## config.mk

```make
export PLATFORM = sky130hd
export DESIGN_NAME = crcg_engine
export DESIGN_NICKNAME = d
export VERILOG_FILES = /design/src/rtl/crcg_pkg.sv /design/src/rtl/crcg_byte_step.sv /design/src/rtl/crcg_engine.sv
export SDC_FILE = /design/constraint.sdc
export NUM_CORES = 1
export LEC_CHECK = 0
export BUFFER_PORTS_ARGS = -buffer_cell sky130_fd_sc_hd__buf_2
export CORE_MARGIN = 4
export CORE_UTILIZATION = 58
export CTS_CLUSTER_DIAMETER = 60
export DETAILED_ROUTE_END_ITERATION = 10
export PLACE_DENSITY = 0.81
export SYNTH_ARGS = -nofsm -noshare
export SYNTH_HDL_FRONTEND = slang
export SYNTH_SLANG_ARGS = --single-unit
```

## constraint.sdc

```tcl
create_clock -name CLK_SYS_IN -period 4.4 [get_ports CLK_SYS_IN]
set_input_delay 1.32 -clock CLK_SYS_IN [delete_from_list [all_inputs] [get_ports CLK_SYS_IN]]
set_output_delay 1.32 -clock CLK_SYS_IN [all_outputs]
set_load 0.03 [all_outputs]
```

## src/rtl/crcg_pkg.sv

```systemverilog
// Purpose: Shared constants for the checksum generator engine
// Assumes: One system clock, byte-serial checksum update
// Notes: Polynomial codes and reset values live here
package crcg_pkg;
	typedef enum logic [1:0] {
		CRCG_POLY_CCITT = 2'b00,
		CRCG_POLY_16 = 2'b01,
		CRCG_POLY_32 = 2'b10
	} crcg_poly_e;

	typedef enum logic [1:0] {
		CRCG_SIZE_8 = 2'b00,
		CRCG_SIZE_16 = 2'b01,
		CRCG_SIZE_32 = 2'b10
	} crcg_size_e;

	localparam logic [31:0] CRCG_POLY_CCITT_VAL = 32'h00001021;
	localparam logic [31:0] CRCG_POLY_16_VAL = 32'h00008005;
	localparam logic [31:0] CRCG_POLY_32_VAL = 32'h04c11db7;
	localparam logic [31:0] CRCG_SEED_RESET = 32'h00000000;
	localparam logic [2:0] CRCG_STEPS_8 = 3'h1;
	localparam logic [2:0] CRCG_STEPS_16 = 3'h2;
	localparam logic [2:0] CRCG_STEPS_32 = 3'h4;
	localparam int CRCG_BYTE_W = 8;
endpackage

```

## src/rtl/crcg_byte_step.sv

```systemverilog
// Purpose: One byte step of the checksum update, combinational
// Assumes: State is right-aligned for 16-bit polynomials in the low half
// Notes: MSB-first shift within the byte
`timescale 1ns/1ps
module crcg_byte_step (
	// Current state and input
	input wire logic [31:0] state_in,
	input wire logic [7:0] data_in,
	input wire crcg_pkg::crcg_poly_e poly_in,
	// Updated state
	output logic [31:0] state_out
);
	import crcg_pkg::*;

	always_comb begin
		logic [31:0] s;
		logic [31:0] p;
		logic fb;
		s = state_in;
		p = CRCG_POLY_32_VAL;
		fb = 1'b0;
		unique case (poly_in)
			CRCG_POLY_CCITT: p = CRCG_POLY_CCITT_VAL;
			CRCG_POLY_16: p = CRCG_POLY_16_VAL;
			default: p = CRCG_POLY_32_VAL;
		endcase
		for (int i = 7; i >= 0; i--) begin
			if (poly_in == CRCG_POLY_32) begin
				fb = s[31] ^ data_in[i];
				s = {s[30:0], 1'b0} ^ (fb ? p : 32'h00000000);
			end else begin
				fb = s[15] ^ data_in[i];
				s = {16'h0000, s[14:0], 1'b0} ^ (fb ? p : 32'h00000000);
			end
		end
		state_out = s;
	end
endmodule // crcg_byte_step

```

## src/rtl/crcg_engine.sv

```systemverilog
// Purpose: Checksum generator fed by processor or DMA writes
// Assumes: Writes come from logic on CLK_SYS_IN; no gap between writes
// Notes: Busy stalls the writer while a multi-byte write drains
// Functional notes
// - Three selectable polynomials: CCITT, 16, 32
// - Input byte optionally bit-reversed and/or complemented
// - Result optionally bit-reversed and/or complemented
// - Seed loads as starting checksum state
// - Back-to-back byte writes accepted without required gaps
// - Byte, halfword or word writes by size
// - Byte write folds in one cycle
// - Halfword write takes two byte steps
// - Word write takes four byte steps
`timescale 1ns/1ps
module crcg_engine (
	// Clock and reset
	input wire logic CLK_SYS_IN,
	input wire logic RST_N_IN,
	// Configuration
	input wire crcg_pkg::crcg_poly_e POLY_SEL_IN,
	input wire logic DATA_REV_IN,
	input wire logic DATA_INV_IN,
	input wire logic SUM_REV_IN,
	input wire logic SUM_INV_IN,
	// Seed load
	input wire logic [31:0] SEED_IN,
	input wire logic SEED_LOAD_IN,
	// Data write
	input wire logic WR_VALID_IN,
	input wire crcg_pkg::crcg_size_e WR_SIZE_IN,
	input wire logic [31:0] WR_DATA_IN,
	output logic WR_READY_OUT,
	// Result
	output logic [31:0] SUM_OUT,
	output logic SUM_VALID_OUT
);
	import crcg_pkg::*;

	// Synchronised reset
	logic rst_meta;
	logic rst_n;
	// Checksum state and its one-byte update
	logic [31:0] state;
	logic [31:0] next_state;
	// Multi-byte write in flight
	logic [31:0] hold;
	logic [31:0] next_hold;
	logic [2:0] left;
	logic [2:0] next_left;
	logic [2:0] steps;
	logic take;
	logic busy;
	logic step_now;
	// Byte path into the step
	logic [7:0] cur_byte;
	logic [7:0] fed_byte;
	// Result path
	logic [31:0] mask;
	logic [31:0] sum_raw;
	logic [31:0] sum_rev;
	logic [31:0] sum_shaped;
	logic next_valid;

	function automatic logic [7:0] rev8(input logic [7:0] v);
		for (int i = 0; i < 8; i++)
			rev8[i] = v[7 - i];
	endfunction

	function automatic logic [31:0] rev32(input logic [31:0] v);
		for (int i = 0; i < 32; i++)
			rev32[i] = v[31 - i];
	endfunction

	// Code 3 falls to the 32-bit window; the step logic shifts it on the 16-bit path
	function automatic logic [31:0] sum_mask(input crcg_poly_e sel);
		if (sel == CRCG_POLY_CCITT || sel == CRCG_POLY_16) begin
			sum_mask = 32'h0000ffff;
		end else begin
			sum_mask = 32'hffffffff;
		end
	endfunction

	// Size code 3 is illegal and handled as a byte
	function automatic logic [2:0] size_steps(input crcg_size_e sz);
		unique case (sz)
			CRCG_SIZE_16: size_steps = CRCG_STEPS_16;
			CRCG_SIZE_32: size_steps = CRCG_STEPS_32;
			default: size_steps = CRCG_STEPS_8;
		endcase
	endfunction

	// Reset released through two flops
	always_ff @(posedge CLK_SYS_IN or negedge RST_N_IN) begin
		if (!RST_N_IN) begin
			rst_meta <= 1'b0;
			rst_n <= 1'b0;
		end else begin
			rst_meta <= 1'b1;
			rst_n <= rst_meta;
		end
	end

	// Busy while bytes of an earlier write remain; taking a write on
	// the last step would steal that write's final byte slot
	assign busy = left != 3'h0;
	assign WR_READY_OUT = rst_n && !SEED_LOAD_IN && !busy;
	assign take = WR_VALID_IN && WR_READY_OUT;
	assign step_now = take || busy;
	assign steps = size_steps(WR_SIZE_IN);
	assign mask = sum_mask(POLY_SEL_IN);

	// Byte in flight: new write's low byte, else the shifted remainder
	assign cur_byte = take ? WR_DATA_IN[7:0] : hold[7:0];

	always_comb begin
		fed_byte = DATA_REV_IN ? rev8(cur_byte) : cur_byte;
		if (DATA_INV_IN)
			fed_byte = ~fed_byte;
	end

	crcg_byte_step u_step (
		.state_in(state),
		.data_in(fed_byte),
		.poly_in(POLY_SEL_IN),
		.state_out(next_state)
	);

	// Remaining byte count and shift holder; a seed drops pending bytes
	always_comb begin
		next_left = left;
		next_hold = hold;
		if (SEED_LOAD_IN) begin
			next_left = 3'h0;
		end else if (take) begin
			next_left = steps - 3'h1;
			next_hold = {8'h00, WR_DATA_IN[31:8]};
		end else if (busy) begin
			next_left = left - 3'h1;
			next_hold = {8'h00, hold[31:8]};
		end
	end

	always_ff @(posedge CLK_SYS_IN or negedge rst_n) begin
		if (!rst_n) begin
			left <= 3'h0;
		end else begin
			left <= next_left;
		end
	end

	always_ff @(posedge CLK_SYS_IN or negedge rst_n) begin
		if (!rst_n) begin
			hold <= 32'h00000000;
		end else begin
			hold <= next_hold;
		end
	end

	// Checksum state; seed overrides any pending step
	always_ff @(posedge CLK_SYS_IN or negedge rst_n) begin
		if (!rst_n) begin
			state <= CRCG_SEED_RESET;
		end else if (SEED_LOAD_IN) begin
			state <= SEED_IN;
		end else if (step_now) begin
			state <= next_state;
		end
	end

	// Result view; 16-bit polys use the low half only
	always_comb begin
		sum_raw = state & mask;
		sum_rev = rev32(sum_raw);
		if (!mask[16]) begin
			sum_rev = {16'h0000, sum_rev[31:16]};
		end
		sum_shaped = SUM_REV_IN ? sum_rev : sum_raw;
		if (SUM_INV_IN) begin
			sum_shaped = ~sum_shaped;
		end
		sum_shaped = sum_shaped & mask;
	end

	// Registered, so the sum trails the state by one cycle
	always_ff @(posedge CLK_SYS_IN or negedge rst_n) begin
		if (!rst_n) begin
			SUM_OUT <= 32'h00000000;
		end else begin
			SUM_OUT <= sum_shaped;
		end
	end

	// Sum valid once all steps are done and nothing new started
	assign next_valid = !busy && !take && !SEED_LOAD_IN;

	always_ff @(posedge CLK_SYS_IN or negedge rst_n) begin
		if (!rst_n) begin
			SUM_VALID_OUT <= 1'b0;
		end else begin
			SUM_VALID_OUT <= next_valid;
		end
	end
endmodule // crcg_engine

```

-- After elaboration in Yosys (flattened, before gate mapping)
Cells that the tools add are included.
- eq/ne operators: 4
- muxes and demuxes: 40
- div/mod/pow operators: 0
- order comparisons: 0
- bitwise gates (word level): 37
- add/subtract/negate cells: 2
- shifts and indexed selects: 0
- reduce and logical (&&, ||, !) cells: 16
- $mul: 0
- operators with widths (cell ; count):
    32-bit 2-to-1 mux ; 16
    27-bit 2-to-1 mux ; 16
    16-bit by 32-bit XOR with 32-bit output ; 8
    32-bit XOR ; 8
    32-bit bitwise AND ; 2
    27-bit one-hot mux with 2 select lines ; 1
    32-bit inverter ; 1
    8-bit 2-to-1 mux ; 3
    1-bit XOR ; 16
    3-bit 2-to-1 mux ; 3
    8-bit inverter ; 1
    3-bit one-hot mux with 2 select lines ; 1
    3-bit nonzero test ; 2
    3-bit by 1-bit subtractor with 3-bit output (second input constant) ; 2
    1-bit logical AND ; 5
    2-bit by 1-bit equality test with 1-bit output (second input constant) ; 2
    2-bit equality test (second input constant) ; 2
    2-bit nonzero test ; 2
    1-bit zero test ; 3
    2-bit zero test ; 1
    1-bit logical OR ; 2
    2-bit AND reduction ; 1
    1-bit inverter ; 1
- logic and storage cells: 106
- memory bits (read-only): 0
- RAM bits: 0
- memories: 0
- latch bits: 0
- output and inout bits: 34
- bits in registers: 102

-- Longest topological paths before layout
- depth after elaboration: 42
- gate-level depth with buffers: 16
- depth with buffers taken out: 13

-- Cells and area by module
From an unflattened synthesis, not the netlist that was laid out.
- cells, all modules: 716
- area, all modules: 7011.7 um^2
- by module, submodules not included (module ; instances ; area an instance (um^2) ; cells each ; sequential area each (um^2)):
    crcg_engine ; 1 ; 4743.3 ; 430 ; 2352.3
    crcg_byte_step ; 1 ; 2268.4 ; 286 ; 0.0

-- Worst setup path before layout
No wires, ideal clock.
- path type: register -> register
- from: register rst_n
- to: register state[14]
- setup time: 0.132 ns
- stages on the path, launching flop included: 15
- arrival: 6.440 ns
- clock period less this slack: 6.572 ns
- path buffers: 1
- path slack: -2.172 ns
- required time: 4.268 ns
- path through: dfrtp_1 nand2_1 nor2_8 mux4_2 xnor2_1 xor2_1 xnor3_1 o21a_1 or3_1 and2_1 buf_6 a311oi_2 o2111a_1 xnor2_1 o21ai_1
- word-level cells in the longest chain between the ends: 41
- RTL lines (item ; line ; source):
    from (decl) ; crcg_engine.sv:41 ; logic rst_n;
    from (signal assigned) ; crcg_engine.sv:99 ; rst_n <= rst_meta;
    1-bit logical AND (*) (2 in series) ; crcg_engine.sv:106 ; assign WR_READY_OUT = rst_n && !SEED_LOAD_IN && !busy;
    1-bit logical AND (*) ; crcg_engine.sv:107 ; assign take = WR_VALID_IN && WR_READY_OUT;
    8-bit 2-to-1 mux ; crcg_engine.sv:113 ; assign cur_byte = take ? WR_DATA_IN[7:0] : hold[7:0];
    8-bit 2-to-1 mux ; crcg_engine.sv:116 ; fed_byte = DATA_REV_IN ? rev8(cur_byte) : cur_byte;
    8-bit inverter ; crcg_engine.sv:118 ; fed_byte = ~fed_byte;
    8-bit 2-to-1 mux ; crcg_engine.sv:117 ; if (DATA_INV_IN)
    1-bit XOR, on equally long branches ; crcg_byte_step.sv:32, crcg_byte_step.sv:29 ;
    27-bit 2-to-1 mux, on equally long branches ; crcg_byte_step.sv:33, crcg_byte_step.sv:30 ;
    [... 24 more ...] ; -- ;
    16-bit by 32-bit XOR with 32-bit output ; crcg_byte_step.sv:33 ; s = {16'h0000, s[14:0], 1'b0} ^ (fb ? p : 32'h00000000);
    32-bit 2-to-1 mux ; crcg_byte_step.sv:28 ; if (poly_in == CRCG_POLY_32) begin
    1-bit XOR ; crcg_byte_step.sv:32 ; fb = s[15] ^ data_in[i];
    27-bit 2-to-1 mux ; crcg_byte_step.sv:33 ;
    16-bit by 32-bit XOR with 32-bit output ; crcg_byte_step.sv:33 ;
    32-bit 2-to-1 mux ; crcg_byte_step.sv:28 ;
    32-bit 2-to-1 mux ; crcg_engine.sv:165 ; end else if (step_now) begin
    32-bit 2-to-1 mux ; crcg_engine.sv:163 ; end else if (SEED_LOAD_IN) begin
    to (signal assigned) ; crcg_engine.sv:166 ; state <= next_state;
    to (decl) ; crcg_engine.sv:43 ; logic [31:0] state;
Every way passes the cells marked *; elsewhere a longest branch is shown, timed or not. The select of a mux whose other input is x is not followed.
A chain may end at the register's enable or synchronous reset.

-- Final worst setup path
- from: input SEED_LOAD_IN
- to: register state[14]
- word-level cells in the longest chain between the ends: 42
- RTL lines (item ; line ; source):
    from (decl) ; crcg_engine.sv:27 ; input wire logic SEED_LOAD_IN,
    1-bit zero test ; crcg_engine.sv:106 ;
    1-bit logical AND (2 in series) ; crcg_engine.sv:106 ;
    1-bit logical AND ; crcg_engine.sv:107 ;
    8-bit 2-to-1 mux ; crcg_engine.sv:113 ;
    8-bit 2-to-1 mux ; crcg_engine.sv:116 ;
    8-bit inverter ; crcg_engine.sv:118 ;
    8-bit 2-to-1 mux ; crcg_engine.sv:117 ;
    1-bit XOR, on equally long branches ; crcg_byte_step.sv:32, crcg_byte_step.sv:29 ;
    [... 25 more ...] ; -- ;
    16-bit by 32-bit XOR with 32-bit output ; crcg_byte_step.sv:33 ;
    32-bit 2-to-1 mux ; crcg_byte_step.sv:28 ;
    1-bit XOR ; crcg_byte_step.sv:32 ;
    27-bit 2-to-1 mux ; crcg_byte_step.sv:33 ;
    16-bit by 32-bit XOR with 32-bit output ; crcg_byte_step.sv:33 ;
    32-bit 2-to-1 mux ; crcg_byte_step.sv:28 ;
    32-bit 2-to-1 mux ; crcg_engine.sv:165 ;
    32-bit 2-to-1 mux ; crcg_engine.sv:163 ;
Parallel ways exist; a longest one is shown, timed or not. The select of a mux whose other input is x is not followed.

==> PnR_summary.wiki <==
{| class="wikitable"
! Metric !! Value
|-
| Peak ir drop on the vdd network || 0.755 mV
|-
| Die span in x || 119 µm
|-
| Per-cell routed wire length || 20.6 µm
|-
| IO Pins || 110
|-
| Number of standard cells after synthesis || 775
|-
| Critical path's slowest cell || or4_4
|-
| Portion of netlist area occupied by mux cells || 0.109
|-
| Worst slew margin relative to its limit || 0.372
|-
| Static leakage || 4.25 nW
|-
| Via density per instance || 5.95
|-
| Antenna-violating nets left || 0
|-
| Share of flip-flops with an asynchronous set or reset || 1.00
|-
| Source-to-sink clock delay at the later pin of the worst-skew pair || 0.35 ns
|-
| Clk sinks || 94
|-
| RSZ-0062 raised after global routing || yes
|-
| Area Overhead vs Synth || 30.8%
|-
| Area of the die || 14200 µm²
|-
| Biggest fanout along the worst timing path || 5
|-
| Synth Area in XOR/XNOR || 0.222
|-
| Terminating pin of the worst hold path || rst_n
|-
| Critical-path cell list || buf_6 -> or4_4 -> o2111a_1 -> a2111o_1 -> o22a_1 -> or4_4 -> and4_4 -> o21a_4 -> or3_4 -> and4_1 -> a311oi_2 -> o2111a_1 -> xnor2_1 -> o21ai_1
|-
| Initial DRC count || 612
|-
| Kind of cell adding the most delay to the critical path || simple AND/OR/NAND/NOR gates
|-
| Effective utilization at floorplan || 0.594
|-
| Layout filler cell count || 799
|-
| Number of nets in the layout || 1035
|-
| Vias || 6720
|-
| Placement-stage cell area || 8540 µm²
|-
| Final TNS setup || -1.68 ns
|-
| TritonCTS clock tree || built
|-
| Clock tree root driver cell || clkbuf_16
|-
| Portion of the clock cycle consumed by the worst path in the final layout || 1.04
|-
| Number of enable flip-flop cells after synthesis || 0
|-
| Cell type with the highest aggregate area in the netlist || dfrtp_1
|-
| Total clock buffers created by CTS || 9
|-
| GRT overflow || 0
|-
| Remaining DRCs || 0
|-
| Startpoint of the lowest-slack register-to-register path || left[2]
|-
| Max-Cap Viols || 0
|-
| Sequential power share || 0.176
|-
| Worst R2R End || state[14]
|-
| Switching power || 3.88 mW
|-
| Max Fclk || 218 MHz
|-
| Die outline height || 119 µm
|-
| Distinct cell type count after synthesis || 74
|-
| Final count of pins violating max slew || 0
|-
| Post-synthesis area per instance || 9.24 µm²
|-
| Hold wc startpoint || rst_meta
|-
| Worst Max-Slew Pin Slew || 0.942 ns
|-
| Aggregate global-route resource usage || 0.326
|-
| Power per cell area || 915 nW/µm²
|-
| Port Buffer Count || 109
|-
| Critical path's largest stage delay || 0.50 ns
|-
| Cell-internal power || 4.70 mW
|-
| Synth top area share || 0.328
|-
| Critical Path Sink Type || flop
|-
| Total power of the final layout || 8.58 mW
|-
| Initial antenna violation count || 0
|-
| Worst Setup Slack, final || -0.189 ns
|-
| Cell area after synthesis || 7160 µm²
|-
| Syn_nets || 854
|-
| Number of endpoints with negative hold slack in the final report || 0
|-
| Area of the core region || 12100 µm²
|-
| Final count of negative-setup-slack endpoints || 15
|-
| Footprint of the flip-flops and latches || 2360 µm²
|-
| Post-layout minimum cycle time || 4.59 ns
|-
| Clk network pwr share || 0.094
|-
| H-tree levels || 3
|-
| Maximum number of buffers from clock root to sink || 2
|-
| Flop-to-flop setup slack || 0.32 ns
|-
| Share of synthesized area occupied by flip-flops and latches || 0.328
|-
| Register bit count reported by yosys || 94
|-
| Type of the worst setup path || input pin to flop
|-
| Most area-consuming cells after synthesis || dfrtp_1 33%, xnor2_1 11%, mux2i_1 8.7%
|-
| WL final || 23.3 mm
|-
| Final Wtd Congestion || 0.992
|-
| Switching share of power || 0.452
|-
| Critical path buffers and inverters || 1
|-
| Simple-gate share of the synthesized area || 0.132
|-
| Worst endpoint data arrival time || 4.80 ns
|-
| Comb power frac || 0.730
|-
| Adder and majority gate portion of the synthesized area || 0.00524
|-
| Wire length of the first global-routing pass || 36.1 mm
|-
| Clock transition at the registers of the reported paths || 0.07 ns
|-
| Largest net degree at the start of global routing || 65
|-
| Synth Flop Type || dfrtp_1
|-
| Placement Setup Slack || -0.657 ns
|-
| Depth of the worst register-to-register path || 13
|-
| Compound-Gate Fraction of Synth Area || 0.167
|-
| Cell row count || 40
|-
| Total number of yosys warnings || 0
|-
| Dominant combinational cell family by area after synthesis || XOR/XNOR gates
|-
| Vias in the first global route || 6884
|-
| Worst hold-check path type || flop to flop
|-
| Worst Hold Slack || 0.378 ns
|-
| Instance count along the most critical hold path || 0
|-
| Number of cells in the design after placement || 1095
|-
| Status || complete, but fails checks
|-
| HPWL after DPL || 17.5 mm
|-
| Clock Skew || 0.0103 ns
|-
| First-pass detailed-route iteration total || 5
|-
| Element type at the critical path start || input pin
|-
| Violations in the final reports || setup timing
|-
| Share of post-route cells with drive strength above 1 || 0.351
|-
| Fin util || 0.777
|-
| Diodes inserted || 0
|-
| Final cell count without fillers || 1129
|-
| Area of the multi-input gates || 4990 µm²
|-
| Required time worst endpoint || 4.61 ns
|-
| Post-route standard cell area excluding fillers || 9370 µm²
|}
[how the worst max path moves through the flow]
stage | startpoint | to | slack (ns) | cells after the start
final | SEED_LOAD_IN | state[14] | -0.19 | 14
after global routing | SEED_LOAD_IN | state[14] | -0.31 | 15
after CTS | SEED_LOAD_IN | state[4] | -0.16 | 14
after detailed placement | SEED_LOAD_IN | state[4] | -0.66 | 14
after global placement | SEED_LOAD_IN | state[6] | -0.59 | 14
after floorplan | SEED_LOAD_IN | state[14] | -0.47 | 15
[cell type report]
class / instances / area share
Timing Repair Buffer: 226 / 0.158
Clock inverter: 7 / 0.00828
Clock buffer: 9 / 0.0240
Tap cell: 168 / 0.0224
Multi-Input combinational cell: 617 / 0.533
Inverter: 8 / 0.00320
Sequential cell: 94 / 0.251
[flip-flops by register name, summed over array words and instances (netlist names)]
name	count
left	3
rst_n	1
hold	24
SUM_VALID_OUT	1
state	32
rst_meta	1
SUM_OUT	32
[repair_timing]
item                                   CTS  global route
setup buffers                           11             7
pin swaps                               10            40
hold buffers                             0             0
setup endpoints to repair               17            19
gates resized for setup                 19            48
endpoints found under the hold margin    0             0
[Yosys cell counts, drive strengths merged, types with 6 or more instances]
cell type / instances
nor4: 6
xor2: 62
a21oi: 37
xnor3: 7
dfrtp: 94
and2: 8
clkbuf: 44
mux2i: 62
nand2: 69
inv: 7
o21ai: 72
mux2: 6
nor2: 66
a22o: 9
xnor2: 95
a22oi: 25
buf: 12
nor3: 13
[power groups by stage]
| stage | Clock [mW] | Sequential (mW) | Combinational (mW) |
|---|---|---|---|
| after floorplan | 0 | 1.52 | 3.59 |
| after detailed placement | 0 | 1.49 | 5.34 |
| final | 0.804 | 1.51 | 6.26 |
| after global placement | 0 | 1.48 | 5.25 |
| after global routing | 0.849 | 1.53 | 6.65 |
| after CTS | 0.808 | 1.48 | 5.64 |
[per-layer routing]
metal / part of all wire / GRT usage
met3: 0.073 / 0.0632
met5: 0 / 0
met1: 0.39 / 0.410
met2: 0.49 / 0.546
met4: 0.046 / 0.143
[layout by cell type (no fill, tap or decap), types with 4 or more instances in the layout]
cell type	count
and2_1	6
inv_1	7
o21ai_0	51
dfrtp_1	93
o211ai_1	4
nor4_4	4
xnor2_1	69
buf_2	108
clkbuf_16	9
a22oi_1	25
nand2b_1	5
o21ai_1	18
xor2_2	5
mux2i_1	58
nand3_1	4
nand2_1	67
mux4_2	4
nor2_1	61
a21oi_1	32
a21oi_2	4
mux2_2	5
xor2_1	57
buf_4	109
a22o_1	9
buf_6	7
xnor2_2	23
xnor3_1	4
nor3_1	10
[logic make-up after synthesis]
family	Yosys count
simple gates	196
compound gates	181
xor+xnor	164
flops	94
mux	72
buf+inv	64
fa+ha+maj	3
other cells	1
Power figures use the tool's default switching activity.
